`src/pkg/pif_pkg.sv`:
```
// What this block does
// - zero-cross flag sets on every detector output change, held until software clears
// - two comparator flags at bits 0 and 1 set on output change
// - read-only receive flags at bits 5 and 7 follow receive buffer full
// - read-only transmit flags at bits 4 and 6 follow transmit buffer empty
// - bus collision flags at bits 1 and 3 set on collision, software clears
// - sync port flags at bits 0 and 2 set on transfer done, software clears
// - period match flags at bits 5, 3, 1 set on timer match
// - overflow flags at bits 4, 2, 0 set on timer overflow
// - gate flags at bits 2, 1, 0 set on each gate event
// - in capture mode a capture/compare flag sets on a capture
// - in compare mode a capture/compare flag sets on a match
// - scanner flag at bit 7 of the last register sets on scanner event
// - flag registers sit at consecutive indices 0xECC to 0xED1
// - checksum, nonvolatile and waveform flags at bits 6, 5, 0
// - flags set regardless of the interrupt mask so software can poll
package pif_pkg;

    localparam int           NUM_FLAG_REGS = 6;
    localparam int           IDX_W         = 12;
    // register indices; byte address is four times the index
    localparam logic [11:0]  IDX_ANALOG    = 12'h0ECC;
    localparam logic [11:0]  IDX_SERIAL    = 12'h0ECD;
    localparam logic [11:0]  IDX_TIMER     = 12'h0ECE;
    localparam logic [11:0]  IDX_GATE      = 12'h0ECF;
    localparam logic [11:0]  IDX_CAPCOMP   = 12'h0ED0;
    localparam logic [11:0]  IDX_MISC      = 12'h0ED1;
    localparam logic [11:0]  IDX_IRQ_STAT  = 12'h0ED2;
    localparam logic [11:0]  IDX_IRQ_MASK  = 12'h0ED3;
    // slot numbers of the flag, status and mask registers inside the block
    localparam logic [2:0]   SLOT_ANALOG   = 3'h0;
    localparam logic [2:0]   SLOT_SERIAL   = 3'h1;
    localparam logic [2:0]   SLOT_TIMER    = 3'h2;
    localparam logic [2:0]   SLOT_GATE     = 3'h3;
    localparam logic [2:0]   SLOT_CAPCOMP  = 3'h4;
    localparam logic [2:0]   SLOT_MISC     = 3'h5;
    localparam logic [2:0]   SLOT_STAT     = 3'h6;
    localparam logic [2:0]   SLOT_MASK     = 3'h7;
    // software-writable bits of each flag register
    localparam logic [7:0]   RW_ANALOG     = 8'h43;
    localparam logic [7:0]   RW_SERIAL     = 8'h0F;
    localparam logic [7:0]   RW_TIMER      = 8'h3F;
    localparam logic [7:0]   RW_GATE       = 8'h07;
    localparam logic [7:0]   RW_CAPCOMP    = 8'h03;
    localparam logic [7:0]   RW_MISC       = 8'hE1;
    localparam logic [7:0]   FLAG_RESET    = 8'h00;
    localparam logic [5:0]   STAT_RESET    = 6'h00;
    localparam logic [5:0]   MASK_RESET    = 6'h00;
    localparam logic [31:0]  RDATA_RESET   = 32'h0000_0000;
    // bit positions
    localparam int           BIT_ZERO_CROSS = 6;
    localparam int           BIT_SCAN      = 7;
    localparam int           BIT_CRC       = 6;
    localparam int           BIT_NVM       = 5;
    localparam int           BIT_CWG       = 0;

    typedef enum logic [1:0] {
        PIF_CCP_CAPTURE,
        PIF_CCP_COMPARE,
        PIF_CCP_PWM
    } pif_ccp_mode_t;

endpackage

```
`src/logic/pif_flags.sv`:
```
`timescale 1ns/100ps
module pif_flags import pif_pkg::*; #(
    parameter int AW = 16
) (
    input  wire logic          MCLK,          // system clock, 40 MHz
    input  wire logic          RESETN,        // synchronous reset, active low
    input  wire logic          CLK_EN,        // freezes all state while low
    input  wire logic          PSEL,          // apb select
    input  wire logic          PENABLE,       // apb access phase
    input  wire logic          PWRITE,        // apb direction
    input  wire logic [AW-1:0] PADDR,         // apb byte address
    input  wire logic [31:0]   PWDATA,        // apb write data
    output logic [31:0]        PRDATA,        // apb read data
    output logic               PREADY,        // apb ready
    output logic               PSLVERR,       // unmapped address
    output logic               IRQ,           // level interrupt
    input  wire logic          ZERO_CROSS_OUT, // zero-cross detector output level
    input  wire logic [1:0]    CMP_OUT,       // comparator output levels
    input  wire logic [1:0]    RX_FULL,       // receive buffer full per transceiver
    input  wire logic [1:0]    TX_EMPTY,      // transmit buffer empty per transceiver
    input  wire logic [1:0]    BCL_EVT,       // bus collision pulses
    input  wire logic [1:0]    SSP_DONE,      // sync port done pulses
    input  wire logic [2:0]    TMR_MATCH,     // timers 2, 4, 6 period match
    input  wire logic [2:0]    TMR_OVF,       // timers 1, 3, 5 overflow
    input  wire logic [2:0]    TMR_GATE,      // timers 1, 3, 5 gate events
    input  wire logic [1:0]    CCP_EVT,       // capture or compare event pulses
    input  wire logic [3:0]    CCP_MODE,      // two bits of mode per unit
    input  wire logic          SCAN_EVT,      // scanner event
    input  wire logic          CRC_EVT,       // checksum event
    input  wire logic          NVM_EVT,       // nonvolatile memory event
    input  wire logic          CWG_EVT        // waveform generator event
);

    logic [7:0]  flag_q [NUM_FLAG_REGS];
    logic [7:0]  flag_d [NUM_FLAG_REGS];
    logic [7:0]  set_v  [NUM_FLAG_REGS];
    logic [7:0]  rw_v   [NUM_FLAG_REGS];
    logic [5:0]  new_evt;
    logic [5:0]  stat_q;
    logic [5:0]  stat_d;
    logic [5:0]  mask_q;
    logic [5:0]  mask_d;
    logic        zero_cross_q;
    logic [1:0]  cmp_q;
    logic        primed_q;
    logic        pready_q;
    logic        pslverr_q;
    logic        irq_q;
    logic [31:0] prdata_q;
    logic [31:0] rd_mux;
    logic [2:0]  slot;
    logic        hit;
    logic        setup;
    logic        acc;
    logic        wr_en;
    logic        zero_cross_chg;
    logic [1:0]  cmp_chg;
    logic [1:0]  ccp_set;
    logic [IDX_W-1:0] idx;

    // bus phases; a write lands only at the edge where ready is seen
    assign setup = CLK_EN & PSEL & ~PENABLE;
    assign acc   = CLK_EN & PSEL & PENABLE & pready_q;
    assign wr_en = acc & PWRITE & hit;
    assign idx   = PADDR[IDX_W+1:2];

    always_comb begin
        hit  = 1'b1;
        slot = SLOT_ANALOG;
        if (PADDR[1:0] != 2'b00 || PADDR[AW-1:IDX_W+2] != '0) begin
            hit = 1'b0;
        end else if (idx == IDX_ANALOG) begin
            slot = SLOT_ANALOG;
        end else if (idx == IDX_SERIAL) begin
            slot = SLOT_SERIAL;
        end else if (idx == IDX_TIMER) begin
            slot = SLOT_TIMER;
        end else if (idx == IDX_GATE) begin
            slot = SLOT_GATE;
        end else if (idx == IDX_CAPCOMP) begin
            slot = SLOT_CAPCOMP;
        end else if (idx == IDX_MISC) begin
            slot = SLOT_MISC;
        end else if (idx == IDX_IRQ_STAT) begin
            slot = SLOT_STAT;
        end else if (idx == IDX_IRQ_MASK) begin
            slot = SLOT_MASK;
        end else begin
            hit = 1'b0;
        end
    end

    // level changes; the first sample after reset only primes the history
    // zero-cross change
    assign zero_cross_chg = primed_q & (ZERO_CROSS_OUT ^ zero_cross_q);
    assign cmp_chg = {2{primed_q}} & (CMP_OUT ^ cmp_q);

    // set in any mode but pulse-width, so capture, compare and the unused encoding 3
    assign ccp_set[0] = CCP_EVT[0] & (CCP_MODE[1:0] != PIF_CCP_PWM);
    assign ccp_set[1] = CCP_EVT[1] & (CCP_MODE[3:2] != PIF_CCP_PWM);

    assign set_v[0] = {1'b0, zero_cross_chg, 4'h0, cmp_chg};
    assign set_v[1] = {RX_FULL[1], TX_EMPTY[1], RX_FULL[0], TX_EMPTY[0],
                       BCL_EVT[1], SSP_DONE[1], BCL_EVT[0], SSP_DONE[0]};
    assign set_v[2] = {2'b00, TMR_MATCH[2], TMR_OVF[2], TMR_MATCH[1], TMR_OVF[1],
                       TMR_MATCH[0], TMR_OVF[0]};
    assign set_v[3] = {5'h00, TMR_GATE};
    assign set_v[4] = {6'h00, ccp_set};
    assign set_v[5] = {SCAN_EVT, CRC_EVT, NVM_EVT, 4'h0, CWG_EVT};

    assign rw_v[0] = RW_ANALOG;
    assign rw_v[1] = RW_SERIAL;
    assign rw_v[2] = RW_TIMER;
    assign rw_v[3] = RW_GATE;
    assign rw_v[4] = RW_CAPCOMP;
    assign rw_v[5] = RW_MISC;

    // one flag register per flag slot 0 to 5; the read-only serial bits simply track
    // their level input because they are outside the hold mask
    genvar r;
    generate
        for (r = 0; r < NUM_FLAG_REGS; r++) begin : g_flag
            logic wr_here;
            assign wr_here = wr_en & (slot == 3'(r));
            // store writable bits, set wins over a clearing write
            assign flag_d[r] = set_v[r] | ((wr_here ? PWDATA[7:0] : flag_q[r]) & rw_v[r]);
            assign new_evt[r] = |(flag_d[r] & ~flag_q[r]);
            always_ff @(posedge MCLK) begin
                if (!RESETN) begin
                    flag_q[r] <= FLAG_RESET;
                end else if (CLK_EN) begin
                    flag_q[r] <= flag_d[r];
                end
            end
        end
    endgenerate

    // interrupt status is write-one-to-clear, a new event wins the race
    assign stat_d = new_evt | (stat_q & ~((wr_en && slot == SLOT_STAT) ? PWDATA[5:0] : 6'h00));
    assign mask_d = (wr_en && slot == SLOT_MASK) ? PWDATA[5:0] : mask_q;

    // read mux, sampled in the setup cycle so data is a flop output
    always_comb begin
        rd_mux = RDATA_RESET;
        if (slot == SLOT_STAT) begin
            rd_mux[5:0] = stat_q;
        end else if (slot == SLOT_MASK) begin
            rd_mux[5:0] = mask_q;
        end else begin
            rd_mux[7:0] = flag_q[slot];
        end
        if (!hit) begin
            rd_mux = RDATA_RESET;
        end
    end

    // edge history and interrupt state
    always_ff @(posedge MCLK) begin
        if (!RESETN) begin
            zero_cross_q <= 1'b0;
            cmp_q    <= 2'b00;
            primed_q <= 1'b0;
            stat_q   <= STAT_RESET;
            mask_q   <= MASK_RESET;
            irq_q    <= 1'b0;
        end else if (CLK_EN) begin
            zero_cross_q <= ZERO_CROSS_OUT;
            cmp_q    <= CMP_OUT;
            primed_q <= 1'b1;
            stat_q   <= stat_d;
            mask_q   <= mask_d;
            irq_q    <= |(stat_d & mask_d);
        end
    end

    // one wait-free access: ready rises the cycle after setup
    always_ff @(posedge MCLK) begin
        if (!RESETN) begin
            pready_q  <= 1'b0;
            pslverr_q <= 1'b0;
            prdata_q  <= RDATA_RESET;
        end else if (CLK_EN) begin
            pready_q  <= setup;
            pslverr_q <= setup & ~hit;
            if (setup) begin
                prdata_q <= PWRITE ? RDATA_RESET : rd_mux;
            end
        end
    end

    assign PRDATA  = prdata_q;
    assign PREADY  = pready_q;
    assign PSLVERR = pslverr_q;
    assign IRQ     = irq_q;
endmodule

```
`config.mk`:
```
export PLATFORM = sky130hd
export DESIGN_NAME = pif_flags
export DESIGN_NICKNAME = d
export VERILOG_FILES = /design/src/pkg/pif_pkg.sv /design/src/logic/pif_flags.sv
export SDC_FILE = /design/constraint.sdc
export NUM_CORES = 1
export LEC_CHECK = 0
export BUFFER_PORTS_ARGS = -buffer_cell sky130_fd_sc_hd__buf_2
export CELL_PAD_IN_SITES_DETAIL_PLACEMENT = 0
export CELL_PAD_IN_SITES_GLOBAL_PLACEMENT = 2
export CORE_MARGIN = 5
export CORE_UTILIZATION = 26
export CTS_CLUSTER_DIAMETER = 60
export DETAILED_ROUTE_END_ITERATION = 16
export MAX_ROUTING_LAYER = met4
export PLACE_DENSITY_LB_ADDON = 0.15
export SLEW_MARGIN = 0
export SYNTH_ARGS = -nofsm -noshare
export SYNTH_HDL_FRONTEND = slang
export SYNTH_SLANG_ARGS = --single-unit
```
`constraint.sdc`:
```
create_clock -name MCLK -period 2.6 [get_ports MCLK]
set_clock_uncertainty 0.2 [all_clocks]
set_input_delay 0.13 -clock MCLK [delete_from_list [all_inputs] [get_ports MCLK]]
set_output_delay 0.13 -clock MCLK [all_outputs]
set_load 0.02 [all_outputs]
```
==> metrics.txt, run 1 <==
syn avg cell area=8.79 µm²; Power Dens Cells=455 nW/µm²; hold slack=0.00235 ns; dominant cells by area after synthesis=edfxtp_1 (23%), dfxtp_1 (16%), a21oi_1 (5.9%); DIE AREA=15500 µm²; DIE HEIGHT=125 µm; Fin Setup TNS=0 ns; GPL Wtd Cong=0.844; Post-DP HPWL=9.69 mm; initial drt markers=212; Post-synth EDFFs=26; first-pass GRT wire length=19.0 mm; Worst Hold Class=primary input to flip-flop; Setup-failing EPs final=0; commonest non-fill, non-tap cell in the layout=buf_2; Worst setup EP type=flip-flop; min cycle time layout=2.37 ns; area grow syn2layout=33.4%; sequential area share after synthesis=38.8%; layout cells sized above 1=27.0%; Post-Synthesis Cell Area=3410 µm²; DRC Markers=0; drt total wl=12.3 mm; Final nets=602; final period utilization=91.0%; post-synthesis instance total=388; DR WL/cell=17.8 µm; largest net degree at the start of global routing=28; Max Root-Sink Buffers=2; Synth area leader=edfxtp_1; CTS Buf Count=5; root buf cell=clkbuf_16; maxcap violations=0; Setup crit start kind=flip-flop; Sink Count=53; CTS tree=done; Core Box Area=12700 µm²; final hold vios=0; Antenna Nets Post-Route=0; Slew Viols, Final=0; required time of the critical path=2.60 ns; Main synth FF type=dfxtp_1; H-tree Lvls=2; top cell type's share of synthesized area=22.9%; # IOs=119; Filler cells=1383; drt pass-1 iters=5; commonest cells after routing, fill and taps aside=buf_2 (70), buf_4 (44), a21oi_1 (40), inv_1 (35), nor2_1 (28); post-synth cell types=64; Yosys warnings=0; Reg clk slew, reported paths=0.08 ns; Port Buffers=70; Synth Register Bits=53; diodes inserted=0; clk_lat worst skew=0.31 ns; gr usage total=16.1%; Max IR drop VDD=0.285 mV; via count=3324; Crit Path Class=flip-flop to flip-flop; Core Rows=41; RSZ-0062 raised after global routing=no; final core area utilization=35.7%; antenna violations before repair=0; Place WS=-0.0448 ns; Post-CTS Setup Inserts=0; f_max=423 MHz; Static Leak=1.99 nW; initial core utilization=26.8%; vias in the first global route=3324; FFs w/ async S/R, synth=0%; outcome=finished, final reports clean; total grt overflow=0; Die X=125 µm; worst setup margin=0.234 ns; total power=0.00207 W; DR vias/cell=4.81; CP Max Fanout=4; Arrival @ worst endpoint=2.36 ns
## repair_timing
action	in CTS	in global routing
hold buffers	24	0
hold endpoints to repair	28	0
resized for setup	0	1
setup endpoints to repair	0	1
## cells by family (layout without fill, tap and decap cells)
family | after synthesis | count (layout) | synth area share, %
AOI/OAI and AO/OA | 117 | 117 | 22.5
buffers and inverters | 74 | 182 | 11.0
other | 1 | 24 | 0.110
xor gates and xnor gates | 3 | 3 | 0.771
muxes | 26 | 26 | 8.33
and+or+nand+nor | 114 | 114 | 18.5
DFF | 53 | 53 | 38.8
## worst max-delay path: stages (launching register included)
cell and delay [ns]:
dfxtp_1 0.38, nand3_1 0.14, or2_0 0.34, o41ai_2 0.36
o221ai_1 0.21, a222oi_1 0.37, buf_4 0.17, a31oi_1 0.08
## per-layer routing
layer / global-route usage, % / vias up / share of wire (%)
li1: - / 1655 / -
met4: 5.61 / 0 / 1.9
met5: - / - / 0
met1: 21.3 / 1555 / 47
met3: 3.52 / 14 / 5.9
met2: 24.3 / 100 / 45
## flip-flops by register name (all words and copies together) (netlist names)
signal,cells
IRQ,1
PRDATA,8
PREADY,1
PSLVERR,1
cmp_q,2
flag_q,26
mask_q,6
primed_q,1
stat_q,6
zero_cross_q,1
## where the power goes
| group | internal (W) | leakage (nW) | switching [W] |
|---|---|---|---|
| registers | 0.000927 | 0.505 | 0.0000508 |
| clock network | 0.000367 | 0.0751 | 0.000360 |
| logic | 0.000157 | 1.41 | 0.000207 |
| total | 0.00145 | 1.99 | 0.000618 |
## final timing paths
path                  end  cells after the start  slack, ns   startpoint
max                   IRQ                      7       0.23       PREADY
min          flag_q[3][0]                      3      0.002  TMR_GATE[0]
max reg2reg           IRQ                      7       0.23       PREADY
min reg2reg     PRDATA[0]                      2       0.25    PRDATA[0]
## metrics by stage
stage / instances / area [µm²]
4_1_cts: 691 / 4540
6_report: 691 / 4550
3_3_place_gp: 659 / 4150
3_5_place_dp: 659 / 4150
2_1_floorplan: 411 / 3500
5_1_grt: 691 / 4550
## Yosys cell counts, drive strengths merged (3+ instances only)
library cell / instances
a21oi: 40
inv: 35
nor2: 29
dfxtp: 27
nand2: 27
buf: 26
edfxtp: 26
mux2i: 16
o22ai: 16
clkbuf: 12
o21ai: 10
mux2: 9
and2: 8
nand3: 8
nand4: 6
nor4: 6
o211ai: 6
a22oi: 5
a22o: 4
a31oi: 4
nand2b: 4
nor3: 4
o21a: 4
o41ai: 4
a21boi: 3
a221oi: 3
and3: 3
nor2b: 3
o2111ai: 3
xor2: 3
## final cells by class
| class | count | area [µm²] | area share (%) |
|---|---|---|---|
| clock buffers | 5 | 125 | 2.75 |
| multi-input cells | 284 | 1810 | 39.7 |
| flip-flops and latches | 53 | 1320 | 29.1 |
| clock inverters | 3 | 23.8 | 0.523 |
| inverters | 36 | 135 | 2.97 |
| repair buffers | 138 | 921 | 20.3 |
| well taps | 172 | 215 | 4.73 |
Power figures use the tool's default switching activity.
==> inputs of run 2 (changes only) <==
--- a/config.mk
+++ b/config.mk
@@ -14,6 +14,7 @@
 export DETAILED_ROUTE_END_ITERATION = 16
 export MAX_ROUTING_LAYER = met4
 export PLACE_DENSITY_LB_ADDON = 0.15
+export SETUP_SLACK_MARGIN = 0.5
 export SLEW_MARGIN = 0
 export SYNTH_ARGS = -nofsm -noshare
 export SYNTH_HDL_FRONTEND = slang
==> metrics.txt, run 2 (synthesis results as in run 1) <==
vias in the first global route=3559 (was 3324); outcome=finished, final reports clean (unchanged); f_max=467 MHz (was 423 MHz); WHS Path Cells=3 (unchanged); reg2reg start=PREADY (unchanged); min cycle time layout=2.14 ns (was 2.37 ns); Port Buffers=70 (unchanged); DR WL/cell=18.2 µm (was 17.8 µm); CTS Buf Count=5 (unchanged); Register Area=1320 µm² (about the same); DRC Markers=0 (unchanged); met1 Track Usage GR=21.9% (was 21.3%); Static Leak=2.06 nW (was 1.99 nW); GPL Wtd Cong=0.857 (was 0.844); antenna violations before repair=0 (unchanged); Slew Viols, Final=0 (unchanged); CP Max Fanout=7 (was 4); gr busiest metal=met2 (unchanged); Fin Setup TNS=0 ns (unchanged); # IOs=119 (unchanged); commonest non-fill, non-tap cell in the layout=buf_2 (unchanged); Setup-failing EPs final=0 (unchanged); via count=3440 (was 3324); final hold vios=0 (unchanged); commonest cells after routing, fill and taps aside=buf_2 (66), buf_4 (45), inv_1 (35), a21oi_1 (31), dlygate4sd3_1 (28) (was buf_2 (70), buf_4 (44), a21oi_1 (40), inv_1 (35), nor2_1 (28)); largest net degree at the start of global routing=26 (was 28); Core Box Area=12700 µm² (unchanged); normalized max-slew margin=44.8%; Int Pwr=0.00147 W (was 0.00145 W); sw frac=30.2% (was 29.9%); Antenna Nets Post-Route=0 (unchanged); required time of the critical path=2.60 ns (about the same); DIE HEIGHT=125 µm (unchanged); H-tree Lvls=2 (unchanged); Worst setup EP type=flip-flop (unchanged); Sink Count=53 (unchanged); R2R depth=8 (was 7); area grow syn2layout=40.4% (was 33.4%); max reg flops=26 (unchanged); Max Root-Sink Buffers=2 (unchanged); initial core utilization=26.8% (unchanged); Power Dens Cells=439 nW/µm² (was 455 nW/µm²); multi-input logic area=1960 µm² (was 1810 µm²); Max IR drop VDD=0.224 mV (was 0.285 mV); Die X=125 µm (unchanged); met3 Track Usage GR=3.17% (was 3.52%); Clk pwr share=34.8% (was 35.1%); Crit Path Class=primary input to flip-flop (was flip-flop to flip-flop); RSZ-0062 raised after global routing=yes (was no); drt total wl=12.7 mm (was 12.3 mm); hold worst-path end=flag_q[5][7] (was flag_q[3][0]); Setup crit start kind=primary input (was flip-flop); total grt overflow=0 (unchanged); Arrival @ worst endpoint=2.14 ns (was 2.36 ns); DIE AREA=15500 µm² (unchanged); DR vias/cell=4.94 (was 4.81); r2r setup slk=0.46 ns (was 0.23 ns); root buf cell=clkbuf_16 (unchanged); Final nets=608 (was 602); Core Rows=41 (unchanged); logic gate share of total power=18.6% (was 17.6%); clk_lat worst skew=0.31 ns (about the same); layout cells sized above 1=32.2% (was 27.0%); hold path start=PWDATA[7] (was TMR_GATE[0]); final period utilization=82.4% (was 91.0%); CTS tree=done (unchanged); Filler cells=1349 (was 1383); Sequential Power Share=46.6% (was 47.3%); Switch Pwr=0.000633 W (was 0.000618 W); initial drt markers=207 (was 212); Post-DP HPWL=9.81 mm (was 9.69 mm); Worst Hold Class=primary input to flip-flop (unchanged); Reg clk slew, reported paths=0.08 ns (about the same); Top reg by flops=flag_q (unchanged); Least-Margin Pin Slew=0.825 ns; diodes inserted=0 (unchanged); first-pass GRT wire length=19.7 mm (was 19.0 mm); total power=0.00210 W (was 0.00207 W); met2 usage=25.7% (was 24.3%); drt pass-1 iters=5 (unchanged); RR Endpoint=IRQ (unchanged); maxcap violations=0 (unchanged); gr usage total=16.6% (was 16.1%)
[run 2: worst max-delay path by stage]
stage | start | end | depth (start not counted)
after floorplan | PADDR[14] | IRQ | 7
after global placement | PADDR[14] | IRQ | 8
after detailed placement | PADDR[14] | IRQ | 8
after CTS | PREADY | flag_q[1][1] | 8
after global routing | PADDR[14] | IRQ | 8
final | PADDR[14] | IRQ | 10
[run 2: per-stage QoR]
stage	hold slack [ns]	setup WS (ns)	area, µm²	util (%)	cells
floorplan	0.0517	0.208	3520	-	411
global placement	0.191	0.0606	4130	32.5	654
detailed placement	0.205	0.0604	4130	32.5	654
CTS	-0.0393	0.396	4680	36.8	693
global route	0.0541	0.373	4790	37.6	697
finish	0.0297	0.458	4790	37.6	697
[run 2: routing by layer]
| metal | up-vias | part of all wire (%) |
|---|---|---|
| met5 | - | 0 |
| li1 | 1663 | - |
| met2 | 107 | 44 |
| met3 | 28 | 5.5 |
| met1 | 1642 | 47 |
| met4 | 0 | 3.2 |
[run 2: cell type report]
class,instances,area share [%]
Multi-Input combinational cell,284,40.9
Sequential cell,53,27.6
Timing Repair Buffer,144,21.0
Tap cell,172,4.49
Inverter,36,2.82
Clock buffer,5,2.61
Clock inverter,3,0.549
[run 2: timing repair]
| action | CTS | global route |
|---|---|---|
| pin swaps | 12 | 10 |
| hold buffers | 26 | 2 |
| gates resized for setup | 25 | 15 |
| endpoints found under the hold margin | 31 | 3 |
| buffers inserted | 5 | 2 |
| endpoints found under the setup margin | 16 | 21 |
[run 2: power by group through the flow]
| stage | registers [W] | clock network [W] | logic [W] |
|---|---|---|---|
| global placement | 0.000995 | 0 | 0.000332 |
| finish | 0.000979 | 0.000730 | 0.000391 |
| global route | 0.000987 | 0.000780 | 0.000430 |
| floorplan | 0.000975 | 0 | 0.000223 |
| CTS | 0.000979 | 0.000758 | 0.000377 |
| detailed placement | 0.000996 | 0 | 0.000334 |
[run 2: critical path, cell delays in order]
cell and delay (ns):
buf_6 0.09, or4_4 0.55, buf_4 0.18, nor3_2 0.17, buf_4 0.19, and4_1 0.18
o21ai_0 0.13, a222oi_1 0.28, buf_4 0.18, a31oi_1 0.06
==> inputs of run 3 (changes only) <==
==> constraint.sdc (replaced) <==
create_clock -name MCLK -period 1.83 [get_ports MCLK]
set_clock_uncertainty 0.2 [all_clocks]
set_input_delay 0.0915 -clock MCLK [delete_from_list [all_inputs] [get_ports MCLK]]
set_output_delay 0.0915 -clock MCLK [all_outputs]
set_load 0.02 [all_outputs]
==> metrics.txt, run 3 (synthesis results as in run 1) <==
Max Root-Sink Buffers=2 (unchanged); final core area utilization=44.8% (was 37.6%); DIE AREA=15500 µm² (unchanged); crit path from=PREADY (was PADDR[14]); DR vias/cell=4.87 (was 4.94); Register Area=1330 µm² (was 1320 µm²); Setup crit start kind=flip-flop (was primary input); R2R depth=9 (was 8); antenna violations before repair=0 (unchanged); RSZ-0062 raised after global routing=yes (unchanged); outcome=complete, but fails checks (was finished, final reports clean); hold path start=NVM_EVT (was PWDATA[7]); Clk pwr share=32.8% (was 34.8%); GPL Wtd Cong=0.863 (was 0.857); required time of the critical path=1.83 ns (was 2.60 ns); Core Box Area=12700 µm² (unchanged); total grt overflow=0 (unchanged); Setup-failing EPs final=32 (was 0); area grow syn2layout=67.2% (was 40.4%); max reg flops=26 (unchanged); hold slack=-0.00211 ns (was 0.0297 ns); maxcap violations=0 (unchanged); Power Dens Cells=544 nW/µm² (was 439 nW/µm²); total power=0.00310 W (was 0.00210 W); DIE HEIGHT=125 µm (unchanged); f_max=457 MHz; Sequential Power Share=44.8% (was 46.6%); worst setup margin=-0.358 ns (was 0.458 ns); Place WS=-0.595 ns (was 0.0604 ns); Port Buffers=70 (unchanged); H-tree Lvls=2 (unchanged); Core Rows=41 (unchanged); Int Pwr=0.00216 W (was 0.00147 W); initial drt markers=140 (was 207); final period utilization=120%; clk_lat worst skew=0.30 ns (was 0.31 ns); Slew Viols, Final=0 (unchanged); Crit Path Class=flip-flop to flip-flop (was primary input to flip-flop); Top reg by flops=flag_q (unchanged); failing checks=hold timing, setup timing; Static Leak=2.47 nW (was 2.06 nW); CTS Buf Count=5 (unchanged); Max IR drop VDD=0.337 mV (was 0.224 mV); Arrival @ worst endpoint=2.19 ns (was 2.14 ns); via count=3667 (was 3440); WHS Path Cells=4 (was 3); commonest non-fill, non-tap cell in the layout=buf_4 (was buf_2); drt total wl=13.7 mm (was 12.7 mm); reg2reg start=PREADY (unchanged); Post-DP HPWL=10.3 mm (was 9.81 mm); multi-input logic area=2330 µm² (was 1960 µm²); root buf cell=clkbuf_16 (unchanged); logic gate share of total power=22.4% (was 18.6%); commonest cells after routing, fill and taps aside=buf_4 (72), buf_2 (67), inv_1 (34), buf_6 (33), dlygate4sd3_1 (27) (was buf_2 (66), buf_4 (45), inv_1 (35), a21oi_1 (31), dlygate4sd3_1 (28)); Filler cells=1307 (was 1349); Reg clk slew, reported paths=0.08 ns (about the same); sw frac=30.3% (was 30.2%); placed cells=695 (was 654); # IOs=119 (unchanged); CTS tree=done (unchanged); CP Max Fanout=4 (was 7); Sink Count=53 (unchanged); Least-Margin Pin Slew=0.715 ns (was 0.825 ns); diodes inserted=0 (unchanged); fin cells=753 (was 697); layout cells sized above 1=46.1% (was 32.2%); RR Endpoint=stat_q[1] (was IRQ); min cycle time layout=2.19 ns; gr usage total=17.7% (was 16.6%); Die X=125 µm (unchanged); Antenna Nets Post-Route=0 (unchanged); r2r setup slk=-0.36 ns (was 0.46 ns); Worst Hold Class=primary input to flip-flop (unchanged); normalized max-slew margin=52.1% (was 44.8%); initial core utilization=26.8% (unchanged); gr busiest metal=met2 (unchanged); DRC Markers=0 (unchanged); met1 Track Usage GR=22.9% (was 21.9%); final hold vios=1 (was 0); hold worst-path end=stat_q[5] (was flag_q[5][7]); Switch Pwr=0.000940 W (was 0.000633 W); DR WL/cell=18.2 µm (about the same); met2 usage=28.1% (was 25.7%); met3 Track Usage GR=3.09% (was 3.17%); Worst setup EP type=flip-flop (unchanged); first-pass GRT wire length=21.2 mm (was 19.7 mm); drt pass-1 iters=4 (was 5); Final nets=664 (was 608); largest net degree at the start of global routing=28 (was 26); vias in the first global route=3820 (was 3559)
-- run 3: worst max path at each step --
stage                        end  slack (ns)  cells after the start
floorplan                    IRQ       -0.52                      7
CTS                 flag_q[1][0]       -0.38                      7
detailed placement           IRQ       -0.60                      7
global route                 IRQ       -0.46                      8
finish                 stat_q[1]       -0.36                      9
global placement             IRQ       -0.57                      7
-- run 3: metrics by stage --
step	setup TNS [ns]	hold WS [ns]	instance area, µm²
after floorplan	-6.82	0.0132	3590
after global placement	-18.22	0.153	4510
after detailed placement	-18.86	0.160	4510
after CTS	-7.07	-0.0639	5410
after global routing	-9.31	0.0359	5700
final	-6.06	-0.00211	5700
-- run 3: area by class of cell --
| cell class | instances | area share [%] |
|---|---|---|
| multi-input cells | 284 | 40.9 |
| clock buffers | 5 | 2.19 |
| flip-flops and latches | 53 | 23.2 |
| well taps | 172 | 3.78 |
| repair buffers | 200 | 27.0 |
| clock inverters | 3 | 0.461 |
| inverters | 36 | 2.44 |
-- run 3: power by group through the flow --
stage / Clock (W) / Combinational [W] / Sequential (W)
after global placement: 0 / 0.000554 / 0.00141
after floorplan: 0 / 0.000327 / 0.00139
final: 0.00102 / 0.000694 / 0.00139
after detailed placement: 0 / 0.000558 / 0.00141
after CTS: 0.00104 / 0.000651 / 0.00139
after global routing: 0.00110 / 0.000754 / 0.00140
-- run 3: metal layers --
layer / wire length, µm / part of all wire, %
met1: 6160 / 45
met2: 6470 / 47
met3: 723 / 5.3
met4: 350 / 2.6
met5: 0 / 0
-- run 3: worst max-delay path, stage by stage, from the launching register on --
cell and delay (ns):
dfxtp_4 0.37, buf_6 0.10, nand3_4 0.06, or2_4 0.28, buf_6 0.12, buf_6 0.12
o41ai_4 0.29, o211ai_1 0.20, buf_4 0.18, a22o_1 0.18
-- run 3: timing repair --
action	4_1_cts	5_1_grt
endpoints found under the setup margin	44	44
endpoints found under the hold margin	32	6
setup buffers	15	7
pin swaps	48	47
hold buffers	26	1
resized for setup	77	50
gates cloned	1	0
